File: config.mk
export PLATFORM = sky130hd
export DESIGN_NAME = serial_rx_pll_control_regs
export DESIGN_NICKNAME = d
export VERILOG_FILES = /design/src/rtl/serial_rx_pkg.sv /design/src/rtl/sync_2ff.sv /design/src/rtl/lane_pll_cal_ctrl.sv /design/src/rtl/serial_rx_pll_control_regs.sv
export SDC_FILE = /design/constraint.sdc
export NUM_CORES = 1
export LEC_CHECK = 0
export BUFFER_PORTS_ARGS = -buffer_cell sky130_fd_sc_hd__buf_2
export CAP_MARGIN = 20
export CORE_ASPECT_RATIO = 0.9
export CORE_UTILIZATION = 55
export CTS_CLUSTER_SIZE = 16
export DETAILED_ROUTE_END_ITERATION = 8
export PLACE_DENSITY_LB_ADDON = 0.2
export SETUP_SLACK_MARGIN = 0.15
export SKIP_LAST_GASP = 1
export SLEW_MARGIN = 20
export SYNTH_ARGS = -nofsm -noshare
export SYNTH_HDL_FRONTEND = slang
export SYNTH_HIERARCHICAL = 1
export SYNTH_SLANG_ARGS = --single-unit
export TNS_END_PERCENT = 20
File: constraint.sdc
create_clock -name clk -period 3.04 [get_ports clk]
set_clock_uncertainty 0.1 [all_clocks]
set_input_delay 0 -clock clk [delete_from_list [all_inputs] [get_ports clk]]
set_output_delay 0 -clock clk [all_outputs]
set_load 0.02 [all_outputs]
File: src/rtl/serial_rx_pkg.sv
/*
 * shared constants and carrier types for the serial receiver and lane pll
 * control register slice.
 * assumes a byte-wide register port clocked on the configuration clock.
 */
package serial_rx_pkg;

  // ==========================================================================
  // register map
  localparam int          NREG     = 22;
  localparam int          ADDR_W   = 12;
  localparam logic [11:0] STAT_OFS = 12'h281;

  // offsets, reset values and writable-bit masks, index by index
  localparam logic [11:0] REG_OFS [NREG] = '{
    12'h1b5, 12'h1b9, 12'h1bb, 12'h1bc, 12'h1be, 12'h1bf, 12'h1c0, 12'h1c1,
    12'h1c4, 12'h1c5, 12'h200, 12'h201, 12'h203, 12'h206, 12'h230, 12'h232,
    12'h268, 12'h280, 12'h284, 12'h285, 12'h286, 12'h287};
  localparam logic [7:0] REG_RST [NREG] = '{
    8'h83, 8'h34, 8'h0c, 8'h00, 8'h00, 8'h8d, 8'h2e, 8'h24,
    8'h33, 8'h08, 8'h01, 8'h00, 8'h00, 8'h01, 8'h28, 8'h00,
    8'h62, 8'h00, 8'h77, 8'h87, 8'h08, 8'h3f};
  localparam logic [7:0] REG_MASK [NREG] = '{
    8'hff, 8'hff, 8'h1f, 8'hff, 8'hff, 8'hff, 8'hff, 8'hff,
    8'hff, 8'hff, 8'h01, 8'hff, 8'h03, 8'h01, 8'h3e, 8'hff,
    8'hff, 8'h05, 8'hff, 8'hff, 8'hff, 8'hff};

  // ==========================================================================
  // register indices
  localparam int IDX_VAR_TRIM  = 0;
  localparam int IDX_PUMP_ONE  = 1;
  localparam int IDX_OSC_BIAS  = 2;
  localparam int IDX_OSC_CTRL  = 3;
  localparam int IDX_OSC_PWR   = 4;
  localparam int IDX_OSC_CAL   = 5;
  localparam int IDX_LOCK_CNT  = 6;
  localparam int IDX_PUMP_TWO  = 7;
  localparam int IDX_VAR_ONE   = 8;
  localparam int IDX_VAR_TWO   = 9;
  localparam int IDX_MASTER    = 10;
  localparam int IDX_LANE_PD   = 11;
  localparam int IDX_SYNC_PD   = 12;
  localparam int IDX_CDR_RST   = 13;
  localparam int IDX_OP_MODE   = 14;
  localparam int IDX_RX_CFG3   = 15;
  localparam int IDX_EQ_BIAS   = 16;
  localparam int IDX_PLL_CTRL  = 17;
  localparam int IDX_FILT_ONE  = 18;
  localparam int IDX_FILT_TWO  = 19;
  localparam int IDX_FILT_THR  = 20;
  localparam int IDX_LPUMP_ONE = 21;

  // ==========================================================================
  // field positions
  localparam int BIT_MASTER_OFF  = 0;
  localparam int BIT_SYNC_A_OFF  = 1;
  localparam int BIT_SYNC_B_OFF  = 0;
  localparam int BIT_RECOV_RSTN  = 0;
  localparam int BIT_HALF_RATE   = 5;
  localparam int BIT_OVERSAMPLE  = 1;
  localparam int EQ_SEL_HI       = 7;
  localparam int EQ_SEL_LO       = 6;
  localparam int BIT_PLL_ON      = 0;
  localparam int BIT_PLL_RECAL   = 2;
  localparam int BIT_ST_BAND_HI  = 5;
  localparam int BIT_ST_BAND_LO  = 4;
  localparam int BIT_ST_CAL_OK   = 3;
  localparam int BIT_ST_LOCKED   = 0;

  // equalizer power codes
  localparam logic [1:0] EQ_NORMAL    = 2'h0;
  localparam logic [1:0] EQ_LOW_POWER = 2'h1;

  // ==========================================================================
  // carriers
  typedef struct packed {
    logic [ADDR_W-1:0] addr;
    logic [7:0]        wdata;
    logic              wr;
    logic              rd;
  } regReq_t;

  typedef struct packed {
    logic bandHigh;
    logic bandLow;
    logic calDone;
    logic locked;
  } pllStat_t;

  typedef struct packed {
    logic [7:0] varactorTrim;
    logic [7:0] pumpOne;
    logic [7:0] oscBias;
    logic [7:0] oscControl;
    logic [7:0] oscPower;
    logic [7:0] oscCalibration;
    logic [7:0] lockCounter;
    logic [7:0] pumpTwo;
    logic [7:0] varactorOne;
    logic [7:0] varactorTwo;
  } convPllCfg_t;

  typedef struct packed {
    logic [7:0] filterOne;
    logic [7:0] filterTwo;
    logic [7:0] filterThree;
    logic [7:0] pumpOne;
  } lanePllCfg_t;

endpackage

File: src/rtl/sync_2ff.sv
/*
 * two-flop level synchroniser, width set by parameter.
 * assumes each bit is a slow level; no bus coherence across bits.
 */
`timescale 1ns/10ps
`default_nettype none
module sync_2ff #(
  parameter int W = 1
) (
  input  wire logic         clk,
  input  wire logic         nrst,
  input  wire logic [W-1:0] asyncIn,
  output logic      [W-1:0] syncOut
);

  logic [W-1:0] meta_ff;

  // ==========================================================================
  // first stage feeds only the second
  always_ff @(posedge clk or negedge nrst) begin
    if (!nrst) begin
      meta_ff <= '0;
      syncOut <= '0;
    end else begin
      meta_ff <= asyncIn;
      syncOut <= meta_ff;
    end
  end

endmodule
`default_nettype wire

File: src/rtl/lane_pll_cal_ctrl.sv
/*
 * lane pll calibration starter and calibration-valid tracker.
 * assumes calDone is already synchronised to clk by the caller.
 */
`timescale 1ns/10ps
`default_nettype none
module lane_pll_cal_ctrl (
  input  wire logic clk,
  input  wire logic nrst,
  input  wire logic pllOn,
  input  wire logic recal,
  input  wire logic calDone,
  output logic      calStart,
  output logic      calValid
);

  logic pllOnPrev_ff;
  logic recalPrev_ff;
  logic onRise;
  logic recalRise;

  // ==========================================================================
  // edge detection: only 0 to 1 transitions count
  assign onRise    = pllOn & ~pllOnPrev_ff;
  assign recalRise = recal & ~recalPrev_ff & pllOn;

  always_ff @(posedge clk or negedge nrst) begin
    if (!nrst) begin
      pllOnPrev_ff <= 1'b0;
      recalPrev_ff <= 1'b0;
    end else begin
      pllOnPrev_ff <= pllOn;
      recalPrev_ff <= recal;
    end
  end

  always_ff @(posedge clk or negedge nrst) begin
    if (!nrst) begin
      calStart <= 1'b0;
    end else begin
      calStart <= onRise | recalRise;
    end
  end

  // valid after completion; done wins over a fresh start
  always_ff @(posedge clk or negedge nrst) begin
    if (!nrst) begin
      calValid <= 1'b0;
    end else if (!pllOn) begin
      calValid <= 1'b0;
    end else if (calDone) begin
      calValid <= 1'b1;
    end else if (calStart) begin
      calValid <= 1'b0;
    end
  end

  // ==========================================================================
  // checks
  AST_CAL_ON_EDGE: assert property (
    @(posedge clk) disable iff (!nrst)
    (pllOn && !$past(recal) && recal) |=> calStart)
    else $error("recalibrate edge gave no start pulse");
  AST_CAL_NO_STATIC: assert property (
    @(posedge clk) disable iff (!nrst)
    calStart |-> ($past(pllOn)
                  && (!$past(pllOn, 2) || ($past(recal) && !$past(recal, 2)))))
    else $error("start pulse without a rising edge");

endmodule
`default_nettype wire

File: src/rtl/serial_rx_pll_control_regs.sv
/*
 * control and status registers for converter pll tuning, serial receiver
 * power-down, clock-data-recovery modes, equalizer power and the lane pll.
 * assumes a byte-wide register port on clk driven by the serial port front
 * end, and analog pll status levels arriving asynchronously.
 */
//
// Contract
// - master bit powers down all receiver analog
// - per-lane bits power down lane front ends
// - bits one, zero power down sync buffers
// - low recovery reset bit holds recovery logic
// - equalizer code 00 normal, 01 low power
// - recalibrate bit rising edge starts calibration
// - enable bit enables and calibrates lane pll
// - status bit three shows calibration valid
// - status bit zero shows pll locked
// - band edge flags; software then recalibrates
// - lane pll loop filter and charge pump codes
`timescale 1ns/10ps
`default_nettype none
module serial_rx_pll_control_regs
  import serial_rx_pkg::*;
#(
  parameter int LANES = 8
) (
  input  wire logic                      clk,
  input  wire logic                      nrst,
  input  wire serial_rx_pkg::regReq_t    regReq,
  output logic                     [7:0] regRdData,
  input  wire serial_rx_pkg::pllStat_t   pllStatAsync,
  output logic                           receiverMasterOff,
  output logic               [LANES-1:0] laneFrontEndOff,
  output logic                           syncBufferAOff,
  output logic                           syncBufferBOff,
  output logic                           recoveryResetN,
  output logic                           halfRateRecoveryEn,
  output logic                           inputOversampleEn,
  output logic                     [1:0] equalizerPowerSel,
  output logic                           lanePllOn,
  output logic                           lanePllCalStart,
  output logic                     [7:0] linkRxConfig,
  output serial_rx_pkg::convPllCfg_t     convPllCfg,
  output serial_rx_pkg::lanePllCfg_t     lanePllCfg
);

  import serial_rx_pkg::*;

  // ==========================================================================
  // storage and decode
  logic [7:0] regFile_ff [NREG];
  logic [NREG-1:0] hit;
  logic       statHit;
  logic [7:0] regRead;
  logic [7:0] statusByte;
  pllStat_t   pllStat;
  logic       calValid;
  logic       calStart;

  // address match per register
  genvar gi;
  generate
    for (gi = 0; gi < NREG; gi++) begin : g_dec
      assign hit[gi] = (regReq.addr == REG_OFS[gi]);
    end
  endgenerate
  assign statHit = (regReq.addr == STAT_OFS);

  // ==========================================================================
  // write path
  // masks keep read-only bits at zero
  generate
    for (gi = 0; gi < NREG; gi++) begin : g_reg
      always_ff @(posedge clk or negedge nrst) begin
        if (!nrst) begin
          regFile_ff[gi] <= REG_RST[gi];
        end else if (regReq.wr && hit[gi]) begin
          regFile_ff[gi] <= regReq.wdata & REG_MASK[gi];
        end
      end
    end
  endgenerate

  // ==========================================================================
  // analog status enters through two flops
  sync_2ff #(
    .W (4)
  ) u_stat_sync (
    .clk     (clk),
    .nrst    (nrst),
    .asyncIn (pllStatAsync),
    .syncOut (pllStat)
  );

  // calibration start and valid tracking
  lane_pll_cal_ctrl u_cal (
    .clk      (clk),
    .nrst     (nrst),
    .pllOn    (regFile_ff[IDX_PLL_CTRL][BIT_PLL_ON]),
    .recal    (regFile_ff[IDX_PLL_CTRL][BIT_PLL_RECAL]),
    .calDone  (pllStat.calDone),
    .calStart (calStart),
    .calValid (calValid)
  );

  // ==========================================================================
  // status byte
  // calibration valid bit
  always_comb begin
    statusByte                 = 8'h00;
    statusByte[BIT_ST_BAND_HI] = pllStat.bandHigh & lanePllOn;
    statusByte[BIT_ST_BAND_LO] = pllStat.bandLow & lanePllOn;
    statusByte[BIT_ST_CAL_OK]  = calValid;
    statusByte[BIT_ST_LOCKED]  = pllStat.locked & lanePllOn;
  end

  // read mux; unmapped offsets read zero
  always_comb begin
    regRead = statHit ? statusByte : 8'h00;
    for (int i = 0; i < NREG; i++) begin
      if (hit[i]) begin
        regRead = regFile_ff[i];
      end
    end
  end

  // read data held until the next read
  always_ff @(posedge clk or negedge nrst) begin
    if (!nrst) begin
      regRdData <= 8'h00;
    end else if (regReq.rd) begin
      regRdData <= regRead;
    end
  end

  // ==========================================================================
  // control outputs, registered so analog sees glitch-free levels
  logic [LANES-1:0] nxt_laneOff;
  logic             masterBit;

  assign masterBit   = regFile_ff[IDX_MASTER][BIT_MASTER_OFF];
  assign nxt_laneOff = regFile_ff[IDX_LANE_PD][LANES-1:0] | {LANES{masterBit}};

  always_ff @(posedge clk or negedge nrst) begin
    if (!nrst) begin
      receiverMasterOff  <= 1'b1;
      laneFrontEndOff    <= {LANES{1'b1}};
      syncBufferAOff     <= 1'b0;
      syncBufferBOff     <= 1'b0;
      recoveryResetN     <= 1'b0;
      halfRateRecoveryEn <= 1'b1;
      inputOversampleEn  <= 1'b0;
      equalizerPowerSel  <= EQ_LOW_POWER;
      lanePllOn          <= 1'b0;
    end else begin
      receiverMasterOff  <= masterBit;
      laneFrontEndOff    <= nxt_laneOff;
      syncBufferAOff     <= regFile_ff[IDX_SYNC_PD][BIT_SYNC_A_OFF];
      syncBufferBOff     <= regFile_ff[IDX_SYNC_PD][BIT_SYNC_B_OFF];
      recoveryResetN     <= regFile_ff[IDX_CDR_RST][BIT_RECOV_RSTN];
      halfRateRecoveryEn <= regFile_ff[IDX_OP_MODE][BIT_HALF_RATE];
      inputOversampleEn  <= regFile_ff[IDX_OP_MODE][BIT_OVERSAMPLE];
      equalizerPowerSel  <= regFile_ff[IDX_EQ_BIAS][EQ_SEL_HI:EQ_SEL_LO];
      lanePllOn          <= regFile_ff[IDX_PLL_CTRL][BIT_PLL_ON];
    end
  end

  assign lanePllCalStart = calStart;

  // ==========================================================================
  // tuning values straight from their registers
  assign linkRxConfig = regFile_ff[IDX_RX_CFG3];
  assign convPllCfg   = '{
    varactorTrim:   regFile_ff[IDX_VAR_TRIM],
    pumpOne:        regFile_ff[IDX_PUMP_ONE],
    oscBias:        regFile_ff[IDX_OSC_BIAS],
    oscControl:     regFile_ff[IDX_OSC_CTRL],
    oscPower:       regFile_ff[IDX_OSC_PWR],
    oscCalibration: regFile_ff[IDX_OSC_CAL],
    lockCounter:    regFile_ff[IDX_LOCK_CNT],
    pumpTwo:        regFile_ff[IDX_PUMP_TWO],
    varactorOne:    regFile_ff[IDX_VAR_ONE],
    varactorTwo:    regFile_ff[IDX_VAR_TWO]};
  assign lanePllCfg   = '{
    filterOne:   regFile_ff[IDX_FILT_ONE],
    filterTwo:   regFile_ff[IDX_FILT_TWO],
    filterThree: regFile_ff[IDX_FILT_THR],
    pumpOne:     regFile_ff[IDX_LPUMP_ONE]};

  // ==========================================================================
  // checks
  AST_MASTER_ALL_OFF: assert property (
    @(posedge clk) disable iff (!nrst)
    masterBit |=> (receiverMasterOff && (&laneFrontEndOff)))
    else $error("master powerdown did not reach all lanes");
  AST_LANE_OFF: assert property (
    @(posedge clk) disable iff (!nrst)
    ##1 laneFrontEndOff == ($past(regFile_ff[IDX_LANE_PD][LANES-1:0])
                            | {LANES{$past(masterBit)}}))
    else $error("lane powerdown does not follow its bits");
  AST_SYNC_BUF: assert property (
    @(posedge clk) disable iff (!nrst)
    (regReq.wr && hit[IDX_SYNC_PD]) |=> ##1
    (syncBufferAOff == $past(regReq.wdata[1], 2)
     && syncBufferBOff == $past(regReq.wdata[0], 2)))
    else $error("sync buffer powerdown wrong after write");
  AST_RECOV_RESET: assert property (
    @(posedge clk) disable iff (!nrst)
    (regReq.wr && hit[IDX_CDR_RST] && !regReq.wdata[0]) |=> ##1
    !recoveryResetN)
    else $error("recovery reset not asserted after clearing bit");
  AST_EQ_SEL: assert property (
    @(posedge clk) disable iff (!nrst)
    (regReq.wr && hit[IDX_EQ_BIAS]) |=> ##1
    equalizerPowerSel == $past(regReq.wdata[7:6], 2))
    else $error("equalizer power code not applied");
  AST_PLL_ON: assert property (
    @(posedge clk) disable iff (!nrst)
    $rose(regFile_ff[IDX_PLL_CTRL][BIT_PLL_ON]) |=> (lanePllOn && calStart))
    else $error("pll enable did not enable and calibrate");
  AST_LOCK_READ: assert property (
    @(posedge clk) disable iff (!nrst)
    (regReq.rd && statHit && lanePllOn) |=>
    regRdData[BIT_ST_LOCKED] == $past(pllStat.locked))
    else $error("lock bit read wrong");
  AST_RO_ZERO: assert property (
    @(posedge clk) disable iff (!nrst)
    (regReq.rd && hit[IDX_PLL_CTRL]) |=> regRdData[7:3] == 5'h00
    && regRdData[1] == 1'b0)
    else $error("reserved control bits read nonzero");
  AST_CAL_VALID: assert property (
    @(posedge clk) disable iff (!nrst)
    (lanePllOn && regFile_ff[IDX_PLL_CTRL][BIT_PLL_ON] && pllStat.calDone)
    |=> calValid)
    else $error("calibration valid not set after completion");
  AST_RECOV_RUN: assert property (
    @(posedge clk) disable iff (!nrst)
    (regReq.wr && hit[IDX_CDR_RST] && regReq.wdata[0]) |=> ##1
    recoveryResetN)
    else $error("recovery reset not released after setting bit");
  AST_MODE_BITS: assert property (
    @(posedge clk) disable iff (!nrst)
    (regReq.wr && hit[IDX_OP_MODE]) |=> ##1
    (halfRateRecoveryEn == $past(regReq.wdata[5], 2)
     && inputOversampleEn == $past(regReq.wdata[1], 2)))
    else $error("recovery mode bits not applied");
  AST_CAL_PULSE: assert property (
    @(posedge clk) disable iff (!nrst)
    lanePllCalStart |=> !lanePllCalStart)
    else $error("calibration start wider than one cycle");

  // ==========================================================================
  // read-side checks; every answer lands one edge after its strobe
  AST_CAL_READ: assert property (
    @(posedge clk) disable iff (!nrst)
    (regReq.rd && statHit) |=> regRdData[3] == $past(calValid))
    else $error("calibration valid bit read wrong");
  AST_STAT_IDLE: assert property (
    @(posedge clk) disable iff (!nrst)
    (regReq.rd && statHit && !lanePllOn) |=>
    (regRdData[5:4] == 2'h0 && regRdData[0] == 1'b0))
    else $error("pll flags read set while pll off");
  AST_BAND_READ: assert property (
    @(posedge clk) disable iff (!nrst)
    (regReq.rd && statHit && lanePllOn) |=>
    regRdData[5:4] == $past({pllStat.bandHigh, pllStat.bandLow}))
    else $error("band edge flags read wrong");
  AST_STAT_RSVD: assert property (
    @(posedge clk) disable iff (!nrst)
    (regReq.rd && statHit) |=>
    (regRdData[7:6] == 2'h0 && regRdData[2:1] == 2'h0))
    else $error("reserved status bits read nonzero");
  AST_UNMAPPED: assert property (
    @(posedge clk) disable iff (!nrst)
    (regReq.rd && !statHit && !(|hit)) |=> regRdData == 8'h00)
    else $error("unmapped offset read nonzero");
  // read data must stand between reads so slow software can fetch it
  AST_RD_HOLD: assert property (
    @(posedge clk) disable iff (!nrst)
    !regReq.rd |=> $stable(regRdData))
    else $error("read data changed without a read");

endmodule
`default_nettype wire

## Word level (Yosys, flattened, before mapping)

Cells that the tools add are included.

- Multiplexer cells: 26
- Equal/unequal tests: 24
- Multiply operators: 0
- Reduce and logical (&&, ||, !) cells: 22
- Shift operators: 0
- Divide/modulo/power cells: 0
- Magnitude comparators: 0
- Add/subtract/negate cells: 0
- Bitwise logic cells: 10

Operator list:

| kind | number |
|---|---|
| $mux W8 | 22 |
| $eq A12 B10 Y1 const B | 13 |
| $eq A12 B9 Y1 const B | 10 |
| $logic_and A1 B1 Y1 | 22 |
| $or A8 B8 Y8 | 1 |
| $and A1 B1 Y1 | 6 |
| $mux W6 | 1 |
| $mux W1 | 3 |
| $ne A3 B1 Y1 const B | 1 |
| $not A1 Y1 | 2 |
| $or A1 B1 Y1 | 1 |

- Output and inout port bits: 146
- Bits in latches: 0
- ROM bits: 0
- Logic and storage cells: 119
- Memory bits (writable): 0
- Memories kept: 0
- Bits in registers: 180

## Depth between registers and ports, before layout

Gate-level depths: netlist of the first run.

- Depth in word-level cells: 24
- Gate-level depth with buffers: 9
- Gate-level depth less buffers: 7

## Modules after synthesis

Netlist of the first run, hierarchy kept.

Modules (own cells, without submodules):

| module | cells an instance | area an instance (um^2) | instances |
|---|---|---|---|
| serial_rx_pll_control_regs | 804 | 9190.1 | 1 |
| sync_2ff | 8 | 200.2 | 1 |
| lane_pll_cal_ctrl | 8 | 127.6 | 1 |

## Least setup slack after synthesis of the first run

No wires, ideal clock.

- Path kind: input -> register
- From: input port regReq[16] (netlist bit)
- To: register regFile_ff (netlist bit linkRxConfig[3])
- Buffers on the path: 3
- Cell stages on the path: 7
- Arrival time: 1.786 ns
- Library setup time: 0.125 ns
- Path slack: 1.029 ns
- Data required time: 2.815 ns
- Path through: buf_2 or4b_1 buf_2 nor4_1 and2_1 buf_4 mux2_2

- Cells in the longest elaborated chain, start to end: 2

RTL lines:

| element | line | RTL |
|---|---|---|
| start: declaration | serial_rx_pll_control_regs.sv:29 | `input wire serial_rx_pkg::regReq_t regReq,` |
| $eq A12 B10 Y1 | serial_rx_pll_control_regs.sv:64 | `assign hit[gi] = (regReq.addr == REG_OFS[gi]);` |
| $logic_and A1 B1 Y1 | serial_rx_pll_control_regs.sv:77 | `end else if (regReq.wr && hit[gi]) begin` |
| end signal: indexed assignment | serial_rx_pll_control_regs.sv:76 | `regFile_ff[gi] <= REG_RST[gi];` |
| end signal: indexed assignment | serial_rx_pll_control_regs.sv:78 | `regFile_ff[gi] <= regReq.wdata & REG_MASK[gi];` |
| end: declaration | serial_rx_pll_control_regs.sv:51 | `logic [7:0] regFile_ff [NREG];` |

No other way between the ends.
A chain may end at the register's enable or synchronous reset.

## Worst setup path after layout of the first run

- From: input port regReq[15] (netlist bit)
- To: register regRdData[2]

- Cells in the longest elaborated chain, start to end: 23
- Elaborated cells between the ends (all ways): 44
- Those cells by class: eq/ne: 22; mux: 22

RTL lines:

| element | line | RTL |
|---|---|---|
| $eq A12 B9 Y1 | serial_rx_pll_control_regs.sv:64 |  |
| $mux W8 (21 in series) | serial_rx_pll_control_regs.sv:121 | `if (hit[i]) begin` |
| $mux W8 (*) | serial_rx_pll_control_regs.sv:121 |  |
| end signal: assignment | serial_rx_pll_control_regs.sv:132 | `regRdData <= regRead;` |
| end: declaration | serial_rx_pll_control_regs.sv:30 | `output logic [7:0] regRdData,` |

Mark *: on every way between the ends. The rest lies on a longest branch, timed or not.

==> impl_results.md, run 1 <==
* DRC Markers at 0
* Later-pin clock latency in the skew report at 0.43 ns
* Top FF cell, synth: dfrtp_1
* Final Critical Period at 2.863 ns
* Mapped Avg Cell Area at 11.61 um^2
* I/O pins at 174
* Final Power at 0.004985 W
* Max Freq at 349.2 MHz
* Cell Area, Placed at 9751 um^2
* Post-Synthesis Cell Area at 9518 um^2
* Final Hold Viols at 0
* GRT Total Usage at 33.56%
* Layout area overhead at 9.478%
* Sequential fraction of the synthesis area at 48.35%
* # port buffers at 170
* Max-Cap Viols at 0
* Initial Utilization at 56.35%
* Die area at 17840 um^2
* Most common cell after layout, fill and taps aside: buf_2
* Pin count of the biggest net entering global routing at 79
* Post-CTS Setup Bufs at 0
* CP required at 3.29 ns
* CTS Buf Count at 17
* Syn. warnings at 6
* CP Launch Type: input port
* Flop2flop setup slack at 0.58 ns
* Worst Max-Slew Pin Slew at 0.7821 ns
* Synth cell types at 77
* CTS tree: built
* Final setup fails at 0
* First-pass GRT wire length at 43730 um
* Status: complete, no violations
* Core area at 16890 um^2
* CP arrival at 3.12 ns
* Total wire length at 28900 um
* Fill count at 1361
* First-pass DRT Iterations at 7
* Post-synth EDFFs at 0
* Die Ht at 126.8 um
* CTS max path bufs at 2
* Worst Reg2Reg Path Length in Cells at 7
* Routed len/inst at 26.13 um
* VDD IR-drop max at 0.3789 mV
* Layout cell share with drive strength beyond 1 at 52.07%
* GP Congestion at 0.9167
* Row count at 45
* Pwr/cell area at 478.4 nW/um^2
* Remaining antenna violation count after routing at 0
* Grt ovf at 0
* Die Width at 140.7 um
* Vias at 7056
* Fin area at 10420 um^2
* H-tree depth at 4
* Slew Viols, Final at 0
* Hpwl dp at 20590 um
* Synthesized flop and latch total at 181
* Share of synthesized registers carrying an async set or reset at 100.0%
* Max_slew headroom at 47.57%
* Final hold slack at 0.01911 ns
* Gate Count Post-Synth at 820
* Via-per-instance ratio at 6.380
* Num Clock Sinks at 181
* Initial antenna violation count at 1
* Hold path cells at 5
* Final Util at 61.69%
* Inserted Diodes at 0
* DRT iter0 DRCs at 609
* Crit path max fanout at 16
* Number of global-route vias before repair at 6825
* Crit end category: flip-flop
* HP Class: input port to flip-flop
* Critical path type: input port to flip-flop
* RSZ-0062 raised after global routing: false
* Root Buffer: clkbuf_16
* Reg clk slew, reported paths at 0.07 ns
* Leakage at 5.185 nW
* Setup tns final at 0 ns
* Leading cell types in the layout, fill and taps excluded: buf_2, mux2_2, dfrtp_1, dfstp_2, nand2_1
* Period utilization at 94.19%
* Final nets at 910
-- layout make-up --
cell class	instances	area, um^2	area share [%]
Inverter	8	30.03	0.2882
Multi-Input combinational cell	474	3817	36.64
Tap cell	211	264.0	2.534
Sequential cell	181	4602	44.16
Clock buffer	23	478.0	4.587
Clock inverter	9	116.4	1.117
Timing Repair Buffer	200	1112	10.67
-- cell usage after synthesis (8+ instances only) --
| cell | n | area (um^2) |
|---|---|---|
| a22oi_1 | 10 | 75.07 |
| mux2_2 | 146 | 1644 |
| or2_2 | 10 | 62.56 |
| o21ai_0 | 21 | 105.1 |
| buf_2 | 12 | 60.06 |
| dfrtp_1 | 123 | 3078 |
| nor2_1 | 33 | 123.9 |
| nand2b_1 | 11 | 68.82 |
| nand3_1 | 11 | 55.05 |
| dfstp_2 | 58 | 1524 |
| buf_4 | 123 | 923.4 |
| nor3_1 | 13 | 65.06 |
| inv_1 | 8 | 30.03 |
| a21oi_1 | 22 | 110.1 |
| nand2_1 | 47 | 176.4 |
| clkbuf_1 | 21 | 78.83 |
| a221oi_1 | 8 | 70.07 |
-- routing by layer --
metal / wire (um) / global-route usage [%]
met1: 13150 / 48.95
met2: 13120 / 50.63
met3: 1952 / 6.229
met4: 669 / 10.87
met5: 13 / 0
-- what timing repair did --
item,in CTS,in global routing
hold buffers,7,0
setup endpoints to repair,0,3
gates resized for setup,0,1
hold endpoints to repair,85,0
-- power breakdown --
group / internal (W) / switching, W
registers: 0.00243 / 0.0000145
logic: 0.0000776 / 0.000225
clock network: 0.00129 / 0.000948
total: 0.00380 / 0.00119
-- sequential cells by signal, indices dropped and copies added, names as in the netlist, 2 cells and up --
name and count:
convPllCfg 77, equalizerPowerSel 2, laneFrontEndOff 8, lanePllCfg 32
linkRxConfig 8, regFile_ff 26, regRdData 8, u_stat_sync/meta_ff 4
u_stat_sync/syncOut 4
-- cells by family (layout without fill, tap and decap cells) --
| kind of cell | count (synthesis) | after routing | synth area share [%] |
|---|---|---|---|
| other | 1 | 3 | 0.03940 |
| and+or+nand+nor | 188 | 188 | 12.05 |
| buffers and inverters | 167 | 240 | 11.67 |
| DFF | 181 | 181 | 48.35 |
| muxes | 149 | 149 | 17.59 |
| AOI/OAI and AO/OA | 134 | 134 | 10.29 |
-- through the flow --
stage,setup WS (ns),std cells
after floorplan,1.029,822
after global placement,0.2240,1067
after detailed placement,0.2768,1067
after CTS,0.2326,1106
after global routing,0.1801,1106
final,0.1766,1106
-- critical path, stage by stage --
cell and delay (ns):
dlygate4sd3_1 0.54, buf_2 0.17, or4_1 0.41, buf_4 0.25, nor4_4 0.66, nor2_2 0.09
o21ai_2 0.08, o31ai_1 0.11, a311oi_1 0.58, a2bb2oi_1 0.21
-- path summary, 6_finish.rpt --
path | start | to
max in group asynchronous | nrst | convPllCfg[3]
max reg2reg | convPllCfg[74] | regRdData[2]
min reg2reg | u_stat_sync/meta_ff[1] | u_stat_sync/syncOut[1]
max | regReq[15] | regRdData[2]
min | regReq[21] | regRdData[1]
min in group asynchronous | nrst | convPllCfg[38]
No activity file was read; power rests on OpenSTA's default activity.
==> run 2, diff against run 1 <==
ABC_AREA = 1   (was not set)
CORE_UTILIZATION = 51   (was 55)
==> run 2 against run 1 <==
Critical path depth rose by 11; final cell count rose by 29%; maximum frequency rose by 26%; die area rose by 3.6%; core utilization fell by 4.7 points; clock-buffer cell count fell by 5.
==> impl_results.md, run 2 <==
* CP peak stage delay at 0.33 ns (-0.33 ns)
* Crit end category: flip-flop
* Synth cell types at 39 (-49%)
* Status: complete, no violations
* CP max stage cell: nor2_4
* Leading cell types in the layout, fill and taps excluded: nand2_1, buf_2, o21ai_0, dfrtp_1, inv_1
* CP delay by family, top: simple AND/OR/NAND/NOR gates
* DRT iter0 DRCs at 700 (+15%)
* Pwr/cell area at 493.6 nW/um^2 (+3.2%)
* Top cells by area, synth: dfrtp_1, dfstp_2, nand2_1, buf_4, o21ai_0
* Layout area overhead at 9.764%
* Critical path type: input port to flip-flop
* CP required at 3.28 ns (about the same)
* Routed len/inst at 17.92 um (-31%)
* Remaining antenna violation count after routing at 0 (unchanged)
* CP Launch Type: input port
* GRT Total Usage at 29.13% (-4.4 points)
* Buffers & Inverters on Critical Path at 3 (unchanged)
* Num Clock Sinks at 181 (unchanged)
* RSZ-0062 raised after global routing: false
* Period utilization at 74.51% (-20 points)
* Final nets at 1203 (+32%)
* Final setup fails at 0 (unchanged)
* Area leader, netlist: dfrtp_1
* GP Congestion at 0.9188 (+0.23%)
* Top FF cell, synth: dfrtp_1
* I/O pins at 174 (unchanged)
* Final Hold Viols at 0 (unchanged)
* First-pass GRT wire length at 39660 um (-9.3%)
* H-tree depth at 4 (unchanged)
* Reg clk slew, reported paths at 0.07 ns (about the same)
* CP arrival at 2.50 ns (-0.62 ns)
* FF-to-FF End: regRdData[1]
* First-pass DRT Iterations at 5 (-2)
* Max_slew headroom at 39.68% (-7.9 points)
* Later-pin clock latency in the skew report at 0.44 ns (about the same)
* Worst Max-Slew Pin Slew at 0.9039 ns (+0.1217 ns)
* Total wire length at 25580 um (-11%)
* Share of synthesized registers carrying an async set or reset at 100.0% (unchanged)
* Die area at 18480 um^2 (+3.6%)
* Max reg flops at 77 (unchanged)
* Leakage at 4.989 nW (-3.8%)
* Syn. warnings at 6 (unchanged)
* VDD IR-drop max at 0.3767 mV (-0.59%)
* Synth top area share at 33.64% (+1.3 points)
* Hpwl dp at 18080 um (-12%)
* Final Util at 57.03% (-4.7 points)
* HP Class: input port to asynchronous set/reset pin
* Max-Cap Viols at 0 (unchanged)
* Count leader, synth: nand2_1
* Cell repeated most along the worst path: nand2_1
* Most common cell after layout, fill and taps aside: nand2_1
* Synth cell count leaders: nand2_1, o21ai_0, dfrtp_1
* CTS max path bufs at 2 (unchanged)
* Post-Synthesis Cell Area at 9150 um^2 (-3.9%)
* Via-per-instance ratio at 5.218 (-18%)
* # port buffers at 170 (unchanged)
* Die Ht at 129.1 um (+1.8%)
* Post-synth EDFFs at 0 (unchanged)
* Root Buffer: clkbuf_16
* Initial Utilization at 51.95% (-4.4 points)
* Max Freq at 441.5 MHz (+26%)
* Worst Reg2Reg Path Length in Cells at 16 (+9)
* Setup tns final at 0 ns (unchanged)
* Crit path max fanout at 12 (-4)
* DRC Markers at 0 (unchanged)
* Flop2flop setup slack at 0.86 ns (+0.28 ns)
* Final Critical Period at 2.265 ns (-0.5985 ns)
* Number of global-route vias before repair at 6869 (+0.64%)
* Vias at 7451 (+5.6%)
* Inserted Diodes at 0 (unchanged)
* Fin area at 10040 um^2 (-3.6%)
* Cell Area, Placed at 9344 um^2 (-4.2%)
* Gate Count Post-Synth at 1119 (+36%)
* Worst r2r src: convPllCfg[65]
* Slew Viols, Final at 0 (unchanged)
* Worst path cell trace: buf_2 > inv_2 > nand2_1 > nor2_4 > nand2_8 > nor2_8 > inv_1 > o211ai_1 > nand3_1 > a21oi_1 > nand4_1 > nand2_1 > nand2_1 > nand2_1 > nand3_1 > nand2_1 > nand2_1 > nand2_1 > nand2_1 > nand2_1 > nand2_1
* Mapped Avg Cell Area at 8.177 um^2 (-30%)
* Pin count of the biggest net entering global routing at 80 (+1.3%)
* Layout cell share with drive strength beyond 1 at 25.34% (-27 points)
* Grt ovf at 0 (unchanged)
* Die Width at 143.2 um (+1.8%)
* CTS tree: built
* Sequential fraction of the synthesis area at 50.29% (+1.9 points)
* Initial antenna violation count at 0 (-1)
* Row count at 46 (+2.2%)
* CTS Buf Count at 17 (unchanged)
* Core area at 17610 um^2 (+4.3%)
* Post-cts sizing count at 0 (unchanged)
* Post-CTS Setup Bufs at 0 (unchanged)
* Synthesized flop and latch total at 181 (unchanged)
[run 2: changes by cell type after synthesis, sizes merged, moves of 19 or more]
cell / change
nand3: +19
mux2: -146
o21ai: +143
nor2: +42
inv: +88
nand2: +278
[run 2: final cells by class]
class,instances,area [um^2]
clock buffers,18,429.2
flip-flops and latches,181,4602
clock inverters,14,170.2
inverters,98,367.9
well taps,240,300.3
multi-input cells,691,3159
fillers,1686,7569
repair buffers,186,1015
[run 2: per-layer routing]
layer	track usage (%)	share of wire, %	vias to the layer above
met5	0	0	-
met4	7.970	1.7	0
met3	6.024	6.9	36
met2	44.19	45	297
met1	42.41	46	3535
li1	-	-	3583
[run 2: repair_timing]
action	in CTS	in global routing
hold buffers	10	0
endpoints found under the setup margin	0	0
endpoints found under the hold margin	150	0
[run 2: cells by family (layout without fill, tap and decap cells)]
group	after synthesis	count (layout)	share of synthesized area, %
buf+inv	249	316	15.26
flops	181	181	50.29
other cells	1	3	0.04098
simple gates	483	483	22.81
compound gates	205	205	11.60
[run 2: per-stage QoR]
stage / worst slack, ns / hold WS (ns) / std cells / power (W)
5_1_grt: 0.6141 / 0.07285 / 1428 / 0.005094
3_5_place_dp: 0.4124 / -0.2249 / 1386 / 0.002693
3_3_place_gp: 0.4190 / -0.2244 / 1386 / 0.002693
4_1_cts: 0.8724 / 0.03829 / 1428 / 0.004974
2_1_floorplan: 1.230 / -0.3956 / 1121 / 0.002572
6_report: 0.7750 / 0.04198 / 1428 / 0.004957
[run 2: worst max-delay path by stage]
stage,from,endpoint,cells past startpoint
finish,regReq[19],regRdData[1],21
global route,regReq[19],regRdData[1],21
CTS,regReq[19],regRdData[1],21
detailed placement,regReq[19],regRdData[1],21
global placement,regReq[19],regRdData[1],21
floorplan,regReq[21],regRdData[0],14
[run 2: report_power, final]
| part | total (W) | internal (W) | switching, W |
|---|---|---|---|
| Clock | 0.00230 | 0.00130 | 0.000996 |
| Sequential | 0.00244 | 0.00243 | 0.0000106 |
| Combinational | 0.000219 | 0.0000463 | 0.000172 |
[run 2: worst register-to-register path, stage by stage (launching register included)]
cell and delay, ns:
dfrtp_1 0.40, nand2_1 0.08, nand3_1 0.06, o211ai_1 0.11, nand3_1 0.14, a21oi_1 0.28, nand4_1 0.16, nand2_1 0.10
nand2_1 0.05, nand2_1 0.07, nand3_1 0.10, nand2_1 0.13, nand2_1 0.07, nand2_1 0.07, nand2_1 0.05, nand2_1 0.05
nand2_1 0.04
